==> src/ms_counter_defines.svh <==
/*
  constants of the millisecond stopwatch: register offsets, field positions,
  reset values and timing counts.
  assumes a 25 MHz hclk and a single AHB-Lite slave decoding haddr[7:0].
*/
`ifndef MS_COUNTER_DEFINES_SVH
`define MS_COUNTER_DEFINES_SVH

`define MS_CTL1_OFFSET 8'h00
`define MS_CTL2_OFFSET 8'h04
`define MS_THOUSANDTHS_OFFSET 8'h08
`define MS_HUNDREDTHS_OFFSET 8'h0c
`define MS_TENTHS_OFFSET 8'h10
`define MS_IRQ_STATUS_OFFSET 8'h14
`define MS_IRQ_MASK_OFFSET 8'h18

// ms_control_1 fields
`define MS_RUN_BIT 3
`define MS_PIN_MODE_BIT 2
`define MS_PULSE_BIT 1
`define MS_CLEAR_BIT 0
// ms_control_2 fields
`define MS_DEB_SEL_BIT 3
`define MS_EDGE_SEL_BIT 2
`define MS_RATE_SEL_BIT 1
`define MS_ROLL_BIT 0
// irq status and mask fields
`define MS_IRQ_RATE_BIT 0
`define MS_IRQ_TRIG_BIT 1

`define MS_CTL_RESET 4'h0
`define MS_IRQ_RESET 2'h0
`define MS_DIGIT_RESET 4'h0
`define MS_DIGIT_MAX 4'h9

`define MS_CLK_PERIOD_NS 40
`define MS_TICK_NS 1000000
`define MS_DEB_FAST_NS 250000
`define MS_DEB_SLOW_NS 4000000
`define MS_TICK_CYCLES (`MS_TICK_NS / `MS_CLK_PERIOD_NS)
`define MS_DEB_FAST_CYCLES (`MS_DEB_FAST_NS / `MS_CLK_PERIOD_NS)
`define MS_DEB_SLOW_CYCLES (`MS_DEB_SLOW_NS / `MS_CLK_PERIOD_NS)

`endif

==> src/ms_counter_pkg.sv <==
/*
  types of the millisecond stopwatch: state structs of both modules.
  assumes ms_counter_defines.svh for the numbers.
*/
package ms_counter_pkg;

  typedef struct packed {
    logic [3:0] tenths;
    logic [3:0] hundredths;
    logic [3:0] thousandths;
  } bcd_count_s;

  typedef struct packed {
    logic [16:0] count;
    logic tick;
  } tick_state_s;

  typedef struct packed {
    logic [1:0] sync;
    logic deb_sample;
    logic deb;
    logic pol_prev;
    logic run_enable;
    logic pin_trigger_mode;
    logic pulse_width_mode;
    logic debounce_clock_select;
    logic trigger_edge_select;
    logic irq_rate_select;
    logic rollover_second_flag;
    logic pin_counting;
    bcd_count_s count;
    logic [1:0] irq_status;
    logic [1:0] irq_mask;
    logic irq;
    logic wr_pend;
    logic rd_pend;
    logic [7:0] addr;
    logic hreadyout;
    logic hresp;
    logic [31:0] hrdata;
  } ms_state_s;

endpackage

==> src/ms_counter.sv <==
/*
  millisecond bcd stopwatch with AHB-Lite register slave, trigger pin
  debouncer, start/stop modes and a masked level interrupt.
  assumes a 25 MHz hclk, word transfers only, and an asynchronous trigger_pin.
*/
// The address map and the AHB-Lite interface to the registers were chosen for this implementation.
`timescale 1ns/1ns
`default_nettype none
`include "ms_counter_defines.svh"
module ms_counter #(
  parameter int unsigned MS_TICK_CYCLES = `MS_TICK_CYCLES,
  parameter int unsigned DEB_FAST_CYCLES = `MS_DEB_FAST_CYCLES,
  parameter int unsigned DEB_SLOW_CYCLES = `MS_DEB_SLOW_CYCLES
) (
  input wire logic hclk,
  input wire logic hresetn,
  input wire logic hsel,
  input wire logic [31:0] haddr,
  input wire logic [1:0] htrans,
  input wire logic hwrite,
  input wire logic [2:0] hsize,
  input wire logic [31:0] hwdata,
  input wire logic hready,
  output logic hreadyout,
  output logic hresp,
  output logic [31:0] hrdata,
  input wire logic trigger_pin,
  output logic ms_irq
);
  import ms_counter_pkg::*;

  ms_state_s s_reg;
  ms_state_s s_next;
  logic ms_tick;
  logic tap_14_tick;
  logic tap_10_tick;
  logic polarized_trigger;
  logic rise;
  logic fall;
  logic counting;
  logic take;
  logic wr_ctl1;
  logic wr_ctl2;
  logic clear_cmd;
  logic rd_ctl2;
  logic rd_status;
  logic advance;
  logic tenth_ev;
  logic sec_ev;
  logic rate_ev;
  logic set_roll;
  logic deb_tick;

  ms_tick_gen #(.PERIOD(MS_TICK_CYCLES)) u_ms_tick (
    .hclk(hclk),
    .hresetn(hresetn),
    .tick(ms_tick)
  );

  ms_tick_gen #(.PERIOD(DEB_FAST_CYCLES)) u_tap_14 (
    .hclk(hclk),
    .hresetn(hresetn),
    .tick(tap_14_tick)
  );

  ms_tick_gen #(.PERIOD(DEB_SLOW_CYCLES)) u_tap_10 (
    .hclk(hclk),
    .hresetn(hresetn),
    .tick(tap_10_tick)
  );

  assign deb_tick = s_reg.debounce_clock_select ? tap_10_tick : tap_14_tick;
  assign polarized_trigger = s_reg.trigger_edge_select ? s_reg.deb : ~s_reg.deb;
  assign rise = polarized_trigger & ~s_reg.pol_prev;
  assign fall = ~polarized_trigger & s_reg.pol_prev;
  assign counting = s_reg.pin_trigger_mode ? s_reg.pin_counting : s_reg.run_enable;

  assign take = hsel & htrans[1] & hready;
  assign wr_ctl1 = s_reg.wr_pend & (s_reg.addr == `MS_CTL1_OFFSET);
  assign wr_ctl2 = s_reg.wr_pend & (s_reg.addr == `MS_CTL2_OFFSET);
  assign clear_cmd = wr_ctl1 & hwdata[`MS_CLEAR_BIT];
  assign rd_ctl2 = s_reg.rd_pend & (s_reg.addr == `MS_CTL2_OFFSET);
  assign rd_status = s_reg.rd_pend & (s_reg.addr == `MS_IRQ_STATUS_OFFSET);

  assign advance = counting & ms_tick & ~clear_cmd;
  assign tenth_ev = advance & (s_reg.count.thousandths == `MS_DIGIT_MAX)
    & (s_reg.count.hundredths == `MS_DIGIT_MAX);
  assign sec_ev = tenth_ev & (s_reg.count.tenths == `MS_DIGIT_MAX);
  assign rate_ev = s_reg.irq_rate_select ? sec_ev : tenth_ev;
  assign set_roll = advance & (s_reg.count.tenths == `MS_DIGIT_MAX)
    & (s_reg.count.hundredths == `MS_DIGIT_MAX)
    & (s_reg.count.thousandths == 4'h8);

  always_comb begin
    logic [31:0] rdata;
    rdata = 32'h0;
    s_next = s_reg;
    // trigger pin: two-flop synchroniser, then sampled debouncer
    s_next.sync = {s_reg.sync[0], trigger_pin};
    if (deb_tick) begin
      s_next.deb_sample = s_reg.sync[1];
      if (s_reg.sync[1] == s_reg.deb_sample) begin
        s_next.deb = s_reg.sync[1];
      end
    end
    s_next.pol_prev = polarized_trigger;
    // edge-driven run state, tracked even in cpu mode for a pin stop
    if (!s_reg.run_enable) begin
      s_next.pin_counting = 1'b0;
    end else if (s_reg.pulse_width_mode) begin
      if (rise) begin
        s_next.pin_counting = 1'b1;
      end else if (fall && s_reg.pin_counting) begin
        s_next.pin_counting = 1'b0;
        if (s_reg.pin_trigger_mode) begin
          s_next.run_enable = 1'b0;
        end
      end
    end else if (rise) begin
      s_next.pin_counting = ~s_reg.pin_counting;
    end
    // bcd count
    if (clear_cmd) begin
      s_next.count = '0;
    end else if (advance) begin
      if (s_reg.count.thousandths == `MS_DIGIT_MAX) begin
        s_next.count.thousandths = `MS_DIGIT_RESET;
        if (s_reg.count.hundredths == `MS_DIGIT_MAX) begin
          s_next.count.hundredths = `MS_DIGIT_RESET;
          if (s_reg.count.tenths == `MS_DIGIT_MAX) begin
            s_next.count.tenths = `MS_DIGIT_RESET;
          end else begin
            s_next.count.tenths = s_reg.count.tenths + 4'h1;
          end
        end else begin
          s_next.count.hundredths = s_reg.count.hundredths + 4'h1;
        end
      end else begin
        s_next.count.thousandths = s_reg.count.thousandths + 4'h1;
      end
    end
    // register writes; clear_counter_cmd is never stored
    if (wr_ctl1) begin
      s_next.run_enable = hwdata[`MS_RUN_BIT];
      s_next.pin_trigger_mode = hwdata[`MS_PIN_MODE_BIT];
      s_next.pulse_width_mode = hwdata[`MS_PULSE_BIT];
    end
    if (wr_ctl2) begin
      s_next.debounce_clock_select = hwdata[`MS_DEB_SEL_BIT];
      s_next.trigger_edge_select = hwdata[`MS_EDGE_SEL_BIT];
      s_next.irq_rate_select = hwdata[`MS_RATE_SEL_BIT];
    end
    if (s_reg.wr_pend && s_reg.addr == `MS_IRQ_MASK_OFFSET) begin
      s_next.irq_mask = hwdata[1:0];
    end
    // read data
    unique case (s_reg.addr)
      `MS_CTL1_OFFSET: rdata[3:0] = {s_reg.run_enable, s_reg.pin_trigger_mode,
        s_reg.pulse_width_mode, 1'b0};
      `MS_CTL2_OFFSET: rdata[3:0] = {s_reg.debounce_clock_select, s_reg.trigger_edge_select,
        s_reg.irq_rate_select, s_reg.rollover_second_flag};
      `MS_THOUSANDTHS_OFFSET: rdata[3:0] = s_reg.count.thousandths;
      `MS_HUNDREDTHS_OFFSET: rdata[3:0] = s_reg.count.hundredths;
      `MS_TENTHS_OFFSET: rdata[3:0] = s_reg.count.tenths;
      `MS_IRQ_STATUS_OFFSET: rdata[1:0] = s_reg.irq_status;
      `MS_IRQ_MASK_OFFSET: rdata[1:0] = s_reg.irq_mask;
      default: rdata = 32'h0;
    endcase
    if (s_reg.rd_pend) begin
      s_next.hrdata = rdata;
    end
    // sticky flags: clear on read, set wins
    if (rd_ctl2) begin
      s_next.rollover_second_flag = 1'b0;
    end
    if (set_roll) begin
      s_next.rollover_second_flag = 1'b1;
    end
    if (rd_status) begin
      s_next.irq_status = `MS_IRQ_RESET;
    end
    if (rate_ev) begin
      s_next.irq_status[`MS_IRQ_RATE_BIT] = 1'b1;
    end
    if (s_reg.pin_trigger_mode && s_next.pin_counting != s_reg.pin_counting) begin
      s_next.irq_status[`MS_IRQ_TRIG_BIT] = 1'b1;
    end
    s_next.irq = |(s_next.irq_status & s_next.irq_mask);
    // bus phases: writes take no wait, reads take one
    s_next.wr_pend = take & hwrite;
    s_next.rd_pend = take & ~hwrite;
    s_next.hreadyout = ~(take & ~hwrite);
    s_next.hresp = 1'b0;
    if (take) begin
      s_next.addr = haddr[7:0];
    end
  end

  always_ff @(posedge hclk or negedge hresetn) begin
    if (!hresetn) begin
      s_reg <= '0;
      s_reg.pol_prev <= 1'b1;
      s_reg.hreadyout <= 1'b1;
    end else begin
      s_reg <= s_next;
    end
  end

  assign hreadyout = s_reg.hreadyout;
  assign hresp = s_reg.hresp;
  assign hrdata = s_reg.hrdata;
  assign ms_irq = s_reg.irq;
endmodule
`default_nettype wire

==> src/ms_tick_gen.sv <==
/*
  free-running tick generator: one-cycle pulse every PERIOD clocks.
  assumes PERIOD between 2 and 2**17 - 1.
*/
`timescale 1ns/1ns
`default_nettype none
module ms_tick_gen #(
  parameter int unsigned PERIOD = 2
) (
  input wire logic hclk,
  input wire logic hresetn,
  output logic tick
);
  import ms_counter_pkg::*;

  tick_state_s s_reg;
  tick_state_s s_next;

  always_comb begin
    s_next = s_reg;
    s_next.tick = (s_reg.count == 17'(PERIOD - 1));
    s_next.count = s_next.tick ? 17'h0 : s_reg.count + 17'h1;
  end

  always_ff @(posedge hclk or negedge hresetn) begin
    if (!hresetn) begin
      s_reg <= '0;
    end else begin
      s_reg <= s_next;
    end
  end

  assign tick = s_reg.tick;
endmodule
`default_nettype wire

==> config.mk <==
export PLATFORM = sky130hd
export DESIGN_NAME = ms_counter
export DESIGN_NICKNAME = d
export VERILOG_FILES = /design/src/ms_counter_pkg.sv /design/src/ms_counter.sv /design/src/ms_tick_gen.sv
export VERILOG_INCLUDE_DIRS = /design/src
export SDC_FILE = /design/constraint.sdc
export NUM_CORES = 1
export LEC_CHECK = 0
export BUFFER_PORTS_ARGS = -buffer_cell sky130_fd_sc_hd__buf_2
export CAP_MARGIN = 0
export CORE_ASPECT_RATIO = 1.4
export CORE_MARGIN = 4
export CORE_UTILIZATION = 54
export DETAILED_ROUTE_END_ITERATION = 8
export PLACE_DENSITY = 0.8
export SETUP_SLACK_MARGIN = 0.5
export SYNTH_ARGS = -nofsm -noshare
export SYNTH_HDL_FRONTEND = slang
export SYNTH_SLANG_ARGS = --single-unit
export TNS_END_PERCENT = 20
==> constraint.sdc <==
create_clock -name hclk -period 2.4 [get_ports hclk]
set_input_delay 0.24 -clock hclk [delete_from_list [all_inputs] [get_ports hclk]]
set_output_delay 0.24 -clock hclk [all_outputs]
set_load 0.05 [all_outputs]
==> impl_metrics.yaml, run 1 <==
sta:
  hold_ws_ns: 0.126
  clock.fmax_ghz: 0.480
  fin_crit_ns: 2.09
  final.setup.tns_ns: 0
  skew_ns: 0.00559
  period_share_pct: 86.9
  postLayoutSetupSlackWorst_ns: 0.315
  setup_violations: 0
  rsz0062_at_grt: "yes"
  maxSlewViolCount: 0
  max_slew_margin_pct: 53.1
  max_slew.worst_pin.slew_ns: 0.704
  hold_violations: 0
critical_path:
  worstPathRequired_ns: 2.61
  critPathMaxFanout: 4
  end_kind: "flop"
  worstSetupPathType: "flop to flop"
  crit_arrival_ns: 2.30
  worstSetupStartpointType: "flop"
global_routing:
  grt_use_total_pct: 19.6
  grtUsageMet1_pct: 22.9
  grt_max_degree: 58
  use_met2_pct: 32.0
  antenna_found_initial: 1
  gr-total-overflow: 0
  busiest_layer: "met2"
  grt_pass1_wl_um: 16500
  met3_usage_pct: 5.10
  grt_pass1_vias: 3631
layout:
  area_delta_synth_final_pct: 11.5
  num_antenna_cells: 0
  regArea_um2: 2480
  fin_util_pct: 61.4
  layout.nets: 595
  largest_reg_flops: 38
  n_fill_cell: 691
  drive_gt1_share_pct: 17.2
  multi_input_area_um2: 2240
clocking:
  clkTransAtPathRegs_ns: 0.07
  root_buffer: "clkbuf_16"
  cts_buffer_depth: 2
  insertion_delay_ns: 0.34
  cts_buffers: 9
  htreeDepth: 3
  cts_tree: "built"
  cts_num_sinks: 99
synthesis:
  syn_area_um2: 4950
  yosys-top-cells-area: "dfrtp_1, buf_4, xnor2_1"
  syn_inst: 472
  yosysWarnings: 0
  syn_area_per_cell_um2: 10.5
  yosysSeqAreaShare_pct: 50.1
  synthArstFlopShare_pct: 100
  yosys.area.top_type: "dfrtp_1"
  ys_ff_latch: 99
  ys.flop_type: "dfrtp_1"
  yosysTopAreaCellShare_pct: 49.1
  synth_cell_type_count: 53
  synth_edf_count: 0
power:
  cellPowerDensity_nw_per_um2: 679
  swShare_pct: 26.8
  p_switching_mw: 1.00
  intPower_mw: 2.74
  combPwrFrac_pct: 12.4
  p_seq_share_pct: 48.8
  clock_power_share_pct: 38.7
  vdd_drop_max_mv: 0.621
  power.leakage_nw: 2.51
detailed_routing:
  num_vias: 3501
  firstDrtPassIters: 4
  drc: 0
  avgViaCountPerCell: 5.61
  drt-initial-drc-count: 194
  final_antenna_net_count: 0
  routed_wl_um: 9690
  wire_per_inst_um: 15.5
worst_hold_path:
  hp-class: "primary input to flop"
floorplanning:
  die_h_um: 121
  die_w_um: 88.9
  num_rows: 41
  coreArea_um2: 8980
  die-area_um2: 10800
  num_io_pins: 110
  start_util_pct: 55.1
placement:
  port_buffers: 24
  post-dp-hpwl_um: 6880
  dp_slack_ns: 0.165
  place_congestion: 0.837
run_status:
  status: "completed"
run:
  drv_cap: 0
[worst paths after layout]
path / startpoint / end / slack [ns] / depth (start not counted)
worst max-delay path: s_reg[41]$_DFFE_PN0P_ / ms_irq$_DFF_PN0_ / 0.31 / 4
worst min-delay path: haddr[4] / s_reg[38]$_DFFE_PN0P_ / 0.13 / 2
worst max register to register: s_reg[41]$_DFFE_PN0P_ / ms_irq$_DFF_PN0_ / 0.31 / 4
worst min register to register: s_next[73]$_DFF_PN0_ / s_reg[73]$_DFF_PN0_ / 0.36 / 0
max in group asynchronous: hresetn / u_ms_tick.s_reg[4]$_DFF_PN0_ / 1.15 / 3
min in group asynchronous: hresetn / s_reg[56]$_DFFE_PN0P_ / 0.48 / 2
[cell families (layout without fill, tap and decap cells)]
logic type	Yosys count	after routing	synth area share (%)
XOR/XNOR	44	44	7.79
AND/OR/NAND/NOR	184	184	20.1
multiplexers	29	29	6.78
flip-flops	99	99	50.1
adder cells (fa/ha/maj)	8	8	2.02
AO/OA/AOI/OAI	45	45	5.67
other	1	29	0.0758
buffers and inverters	62	79	7.49
[power by group through the flow]
| stage | sequential, mW | clock [mW] | combinational [mW] |
|---|---|---|---|
| 6_report | 1.83 | 1.45 | 0.466 |
| 5_1_grt | 1.84 | 1.55 | 0.507 |
| 4_1_cts | 1.83 | 1.48 | 0.461 |
| 3_5_place_dp | 1.85 | 0 | 0.449 |
| 3_3_place_gp | 1.85 | 0 | 0.438 |
| 2_1_floorplan | 1.82 | 0 | 0.411 |
[layout by cell type, fill, tap and decap left out, types with 12 or more instances in the layout]
cell | synthesis | final
nor2_1 | 43 | 42
xnor2_1 | 23 | 23
xor2_1 | 21 | 21
nand3_1 | 24 | 24
dfrtp_1 | 97 | 97
nand2_1 | 32 | 32
a21oi_1 | 15 | 15
buf_4 | 33 | 21
nand4_1 | 12 | 12
buf_2 | 0 | 23
mux2_2 | 16 | 15
inv_1 | 17 | 17
conb_1 | 1 | 29
[Yosys cell counts (all sizes together) (11+ instances only)]
library cell	number
inv	17
nand4	12
buf	35
mux2	16
nor4	12
dfrtp	97
mux2i	11
nand2	32
xnor2	23
o21ai	11
nor2	43
nand3	24
xor2	21
a21oi	15
[stage by stage]
stage / instance area (um^2) / power (mW) / std cells
after floorplan: 5080 / 2.23 / 500
after global placement: 5100 / 2.29 / 597
after detailed placement: 5100 / 2.30 / 597
after CTS: 5450 / 3.77 / 617
after global routing: 5510 / 3.89 / 624
final: 5510 / 3.75 / 624
[per-layer routing]
metal  part of all wire, %  wire, um
met1                    40      3850
met4                   4.0       388
met2                    52      4990
met5                  0.13        13
met3                   4.6       446
[critical path, cell delays in order, from the launching register on]
cell and delay (ns):
dfrtp_1 0.40, or4_4 0.59, or4_4 0.43, a222oi_1 0.40, o2bb2ai_1 0.13
[final cells by class]
cell class | count | share of cell area, %
clock buffers | 11 | 4.40
repair buffers | 46 | 5.31
clock inverters | 5 | 1.13
flip-flops and latches | 99 | 45.0
well taps | 107 | 2.43
inverters | 17 | 1.16
multi-input cells | 339 | 40.6
[repair_timing]
action | in CTS | in global routing
hold endpoints to repair | 54 | 0
setup buffers | 2 | 7
hold buffers | 2 | 0
resized for setup | 2 | 4
setup endpoints to repair | 14 | 20
pin swaps | 2 | 2
Note: power is estimated with default switching activity, not from simulation.
==> run 2, diff against run 1 <==
- CORE_UTILIZATION: 54 -> 50
- PLACE_DENSITY: 0.8 -> 0.75
==> run 2 against run 1 <==
Clock skew increased by 0.0016 ns; total power rose by 2.0%; cell count grew 3.4%; die area up 7.4%; wire length down 0.54%; core utilization is 3.2 points lower; hold slack better by 0.00051 ns; sequential cell count unchanged; via count is 0.69% lower; non-clock buffer count decreased by 4; global-route usage decreased by 1.9 points; first-iteration DRC count down 35%.
==> impl_metrics.yaml, run 2 (synthesized netlist as in run 1, its figures left out) <==
power:
  cellPowerDensity_nw_per_um2: 687
  vdd_drop_max_mv: 0.320
  power.leakage_nw: 2.50
  power_mw: 3.82
sta:
  final.setup.tns_ns: 0
  fin_crit_ns: 2.15
  clock.fmax_ghz: 0.465
  hold_violations: 0
  period_share_pct: 89.7
  skew_ns: 0.00716
  max_slew.worst_pin.slew_ns: 0.632
  rsz0062_at_grt: "yes"
  max_slew_margin_pct: 57.6
  maxSlewViolCount: 0
  setup_violations: 0
layout:
  mostFrequentLayoutCell: "dfrtp_1"
  num_antenna_cells: 0
  final_area_um2: 5560
  largest_reg_flops: 38
  drive_gt1_share_pct: 16.2
  area_delta_synth_final_pct: 12.5
  fin_util_pct: 58.2
  layout.nets: 591
  final_cell_mix: "dfrtp_1, nor2_1, nand2_1"
placement:
  port_buffers: 24
  place_congestion: 0.857
  post-dp-hpwl_um: 7020
  postPlaceCellArea_um2: 5160
critical_path:
  end_kind: "flop"
  critPathMaxFanout: 3
  worstSetupPathType: "flop to flop"
  crit_arrival_ns: 2.36
  worstSetupStartpointType: "flop"
  worstPathRequired_ns: 2.61
detailed_routing:
  firstDrtPassIters: 4
  drc: 0
  num_vias: 3477
  avgViaCountPerCell: 5.39
  drt-initial-drc-count: 126
  wire_per_inst_um: 14.9
  routed_wl_um: 9640
  final_antenna_net_count: 0
run_status:
  status: "completed"
floorplanning:
  die-area_um2: 11600
  coreArea_um2: 9560
  num_rows: 42
  start_util_pct: 51.7
  num_io_pins: 110
  die_h_um: 126
  die_w_um: 92.1
worst_hold_path:
  hp-class: "primary input to flop"
clocking:
  cts_buffers: 9
  htreeDepth: 3
  cts_num_sinks: 99
  root_buffer: "clkbuf_16"
  clkTransAtPathRegs_ns: 0.07
  cts_tree: "built"
  insertion_delay_ns: 0.34
  cts_buffer_depth: 2
global_routing:
  antenna_found_initial: 1
  grt_use_total_pct: 17.7
  grt_pass1_vias: 3578
  grt_pass1_wl_um: 16500
  gr-total-overflow: 0
  grt_max_degree: 58
run:
  drv_cap: 0
==> run 2: report_power, final <==
group	switching (mW)	leakage (nW)	internal, mW
Combinational	0.311	1.13	0.169
Clock	0.600	0.141	0.912
Sequential	0.0895	1.23	1.74
Total	1.00	2.50	2.82
==> run 2: layer usage <==
| layer | up-vias | GRT usage (%) | share of wire (%) |
|---|---|---|---|
| met1 | 1720 | 19.8 | 39 |
| met3 | 20 | 2.86 | 3.5 |
| li1 | 1668 | - | - |
| met4 | 2 | 9.45 | 2.9 |
| met5 | - | 0 | 0.13 |
| met2 | 67 | 31.9 | 55 |
==> run 2: critical path, stage by stage (launching register included) <==
cell and delay [ns]:
dfrtp_1 0.39, or4_4 0.59, buf_12 0.16, nor4_2 0.36, mux2_2 0.39, o2bb2ai_1 0.14
==> run 2: path summary, 6_finish.rpt <==
check                                       from                    end  slack [ns]  cells past startpoint
max                        s_reg[35]$_DFFE_PN0P_       ms_irq$_DFF_PN0_        0.25                      5
min                                     haddr[4]  s_reg[38]$_DFFE_PN0P_        0.13                      2
max reg2reg                s_reg[35]$_DFFE_PN0P_       ms_irq$_DFF_PN0_        0.25                      5
min reg2reg                 s_next[73]$_DFF_PN0_    s_reg[73]$_DFF_PN0_        0.36                      0
max in group asynchronous                hresetn    s_reg[69]$_DFF_PN1_        1.25                      3
min in group asynchronous                hresetn  s_reg[55]$_DFFE_PN0P_        0.43                      2
==> run 2: metrics by stage <==
stage | setup WS [ns] | hold WS (ns) | cells
floorplan | 0.419 | -0.0556 | 500
global placement | 0.189 | 0.259 | 624
detailed placement | 0.154 | 0.271 | 624
CTS | 0.287 | 0.117 | 643
global route | 0.212 | 0.128 | 645
finish | 0.248 | 0.126 | 645
==> run 2: area by class of cell <==
class,count,area [um^2]
Timing Repair Buffer,42,288
Clock buffer,10,229
Inverter,17,63.8
Multi-Input combinational cell,339,2250
Sequential cell,99,2480
Fill cell,816,4000
Clock inverter,6,90.1
Tap cell,132,165
==> run 2: timing repair <==
action,in CTS,in global routing
endpoints found under the setup margin,20,25
endpoints found under the hold margin,42,0
setup buffers,1,2
hold buffers,2,0
pin swaps,0,4
resized for setup,1,3
==> run 3, diff against run 2 <==
- CAP_MARGIN: 0 -> 30
- GPL_ROUTABILITY_DRIVEN: default -> 0
- clock period: 2.4 -> 2 ns (I/O delays scaled with it)
==> run 3 against run 2 <==
The run now ends with setup timing left; cell area is 7.9% higher; global-route usage is 0.89 points higher; fmax up 5.9%; critical endpoint is now s_reg[67]$_DFFE_PN0N_; via count increased by 3.0%; clock skew down 0.0023 ns.
==> impl_metrics.yaml, run 3 (synthesized netlist as in run 1, its figures left out) <==
run_status:
  status: "finished with violations"
  violations: "setup timing"
floorplanning:
  num_rows: 42
  die_h_um: 126
  coreArea_um2: 9560
  start_util_pct: 51.7
  die_w_um: 92.1
  die-area_um2: 11600
  num_io_pins: 110
global_routing:
  grt_pass1_vias: 3632
  grt_max_degree: 41
  grt_use_total_pct: 18.6
  grt_pass1_wl_um: 17100
  antenna_found_initial: 0
  gr-total-overflow: 0
critical_path:
  worstPathRequired_ns: 2.24
  crit_arrival_ns: 2.27
  cp_cell_sequence: "or4_4 -> buf_4 -> nor2_2 -> nor4b_4 -> buf_4 -> mux2_2"
  timing.rr.start: "s_reg[41]$_DFFE_PN0P_"
  worstSetupPathType: "flop to flop"
  cpPeakStageDelay_ns: 0.56
  crit_slowest_cell: "or4_4"
  cp_common_cell: "buf_4"
  worstSetupStartpointType: "flop"
  timing.rr.end: "s_reg[67]$_DFFE_PN0N_"
  critPathMaxFanout: 3
  end_kind: "flop"
  ff2ff_setup_slack_ns: -0.03
  r2r_cells: 6
clocking:
  clkTransAtPathRegs_ns: 0.07
  cts_buffer_depth: 2
  root_buffer: "clkbuf_16"
  cts_tree: "built"
  cts_num_sinks: 99
  insertion_delay_ns: 0.35
  htreeDepth: 3
  cts_buffers: 9
sta:
  max_slew.worst_pin.slew_ns: 0.608
  period_share_pct: 102
  postLayoutSetupSlackWorst_ns: -0.0315
  hold_ws_ns: 0.0834
  hold_violations: 0
  skew_ns: 0.00489
  fin_crit_ns: 2.03
  rsz0062_at_grt: "yes"
  clock.fmax_ghz: 0.492
  setup_violations: 4
  maxSlewViolCount: 0
  max_slew_margin_pct: 59.3
layout:
  n_fill_cell: 766
  final_area_um2: 6000
  final_cell_mix: "dfrtp_1, conb_1, nand2_1"
  num_antenna_cells: 0
  layout.nets: 606
  largest_reg_flops: 38
  mostFrequentLayoutCell: "dfrtp_1"
  area_delta_synth_final_pct: 21.4
  drive_gt1_share_pct: 30.5
detailed_routing:
  drc: 0
  wire_per_inst_um: 16.1
  firstDrtPassIters: 4
  final_antenna_net_count: 0
  drt-initial-drc-count: 187
  num_vias: 3580
  avgViaCountPerCell: 5.42
  routed_wl_um: 10600
worst_hold_path:
  hp-class: "primary input to flop"
  hold_end: "s_reg[34]$_DFFE_PN0P_"
  min_from: "haddr[0]"
  hold_depth: 2
power:
  power.leakage_nw: 2.70
  cellPowerDensity_nw_per_um2: 788
  power_mw: 4.73
  vdd_drop_max_mv: 0.366
run:
  drv_cap: 0
placement:
  post-dp-hpwl_um: 7220
  dp_slack_ns: -0.104
  postPlaceCellArea_um2: 5260
  port_buffers: 24
==> run 3: cell types whose count changed in the layout (fill, tap and decap cells not counted), sizes merged <==
| cell | before | now |
|---|---|---|
| clkinvlp | 4 | 0 |
| inv | 17 | 19 |
| buf | 40 | 55 |
| clkbuf | 10 | 11 |
| clkinv | 0 | 1 |
==> run 3: repair_timing <==
action                     CTS  global route
setup buffers                1             3
resized for setup           40            52
hold endpoints to repair    22             0
setup endpoints to repair   55            63
pin swaps                   24            32
hold buffers                 2             0
==> run 3: report_power, final <==
part / leakage (nW) / total (mW) / switching [mW] / internal, mW
clock network: 0.167 / 1.93 / 0.758 / 1.17
logic: 1.32 / 0.632 / 0.411 / 0.221
registers: 1.21 / 2.17 / 0.0815 / 2.09
==> run 3: how the worst max path moves through the flow <==
stage	startpoint	endpoint	slack, ns
after detailed placement	s_reg[34]$_DFFE_PN0P_	ms_irq$_DFF_PN0_	-0.10
after global placement	s_reg[34]$_DFFE_PN0P_	ms_irq$_DFF_PN0_	-0.11
after global routing	s_reg[41]$_DFFE_PN0P_	ms_irq$_DFF_PN0_	-0.10
final	s_reg[41]$_DFFE_PN0P_	s_reg[67]$_DFFE_PN0N_	-0.03
after CTS	s_reg[41]$_DFFE_PN0P_	ms_irq$_DFF_PN0_	-0.03
after floorplan	s_reg[41]$_DFFE_PN0P_	ms_irq$_DFF_PN0_	0.02
==> run 3: layer usage <==
metal / vias to the layer above / track usage (%) / part of all wire (%)
li1: 1687 / - / -
met1: 1773 / 20.8 / 39
met2: 92 / 33.3 / 54
met3: 28 / 3.40 / 3.6
met4: 0 / 9.80 / 3.4
met5: - / 0 / 0
==> run 3: layout make-up <==
class	count	area, um^2	area share [%]
clock buffer	11	253	4.21
clock inverter	5	82.6	1.38
inverter	17	63.8	1.06
multi-input combinational	339	2530	42.2
sequential	99	2500	41.6
tap	132	165	2.75
timing repair buffer	57	407	6.77
==> run 3: stage by stage <==
step                      instances  TNS, ns  util (%)
final                           660  -0.0513      62.8
after global placement          638   -0.458      55.0
after detailed placement        638   -0.472      55.0
after CTS                       657  -0.0371      60.5
after floorplan                 500        0         -
after global routing            660   -0.301      62.8
==> run 3: worst max-delay path, delay by kind of cell (launching register included) <==
family | cells | cell delay (ns)
and+or+nand+nor | 3 | 0.86
buffers and inverters | 2 | 0.35
muxes | 1 | 0.33
DFF | 1 | 0.38
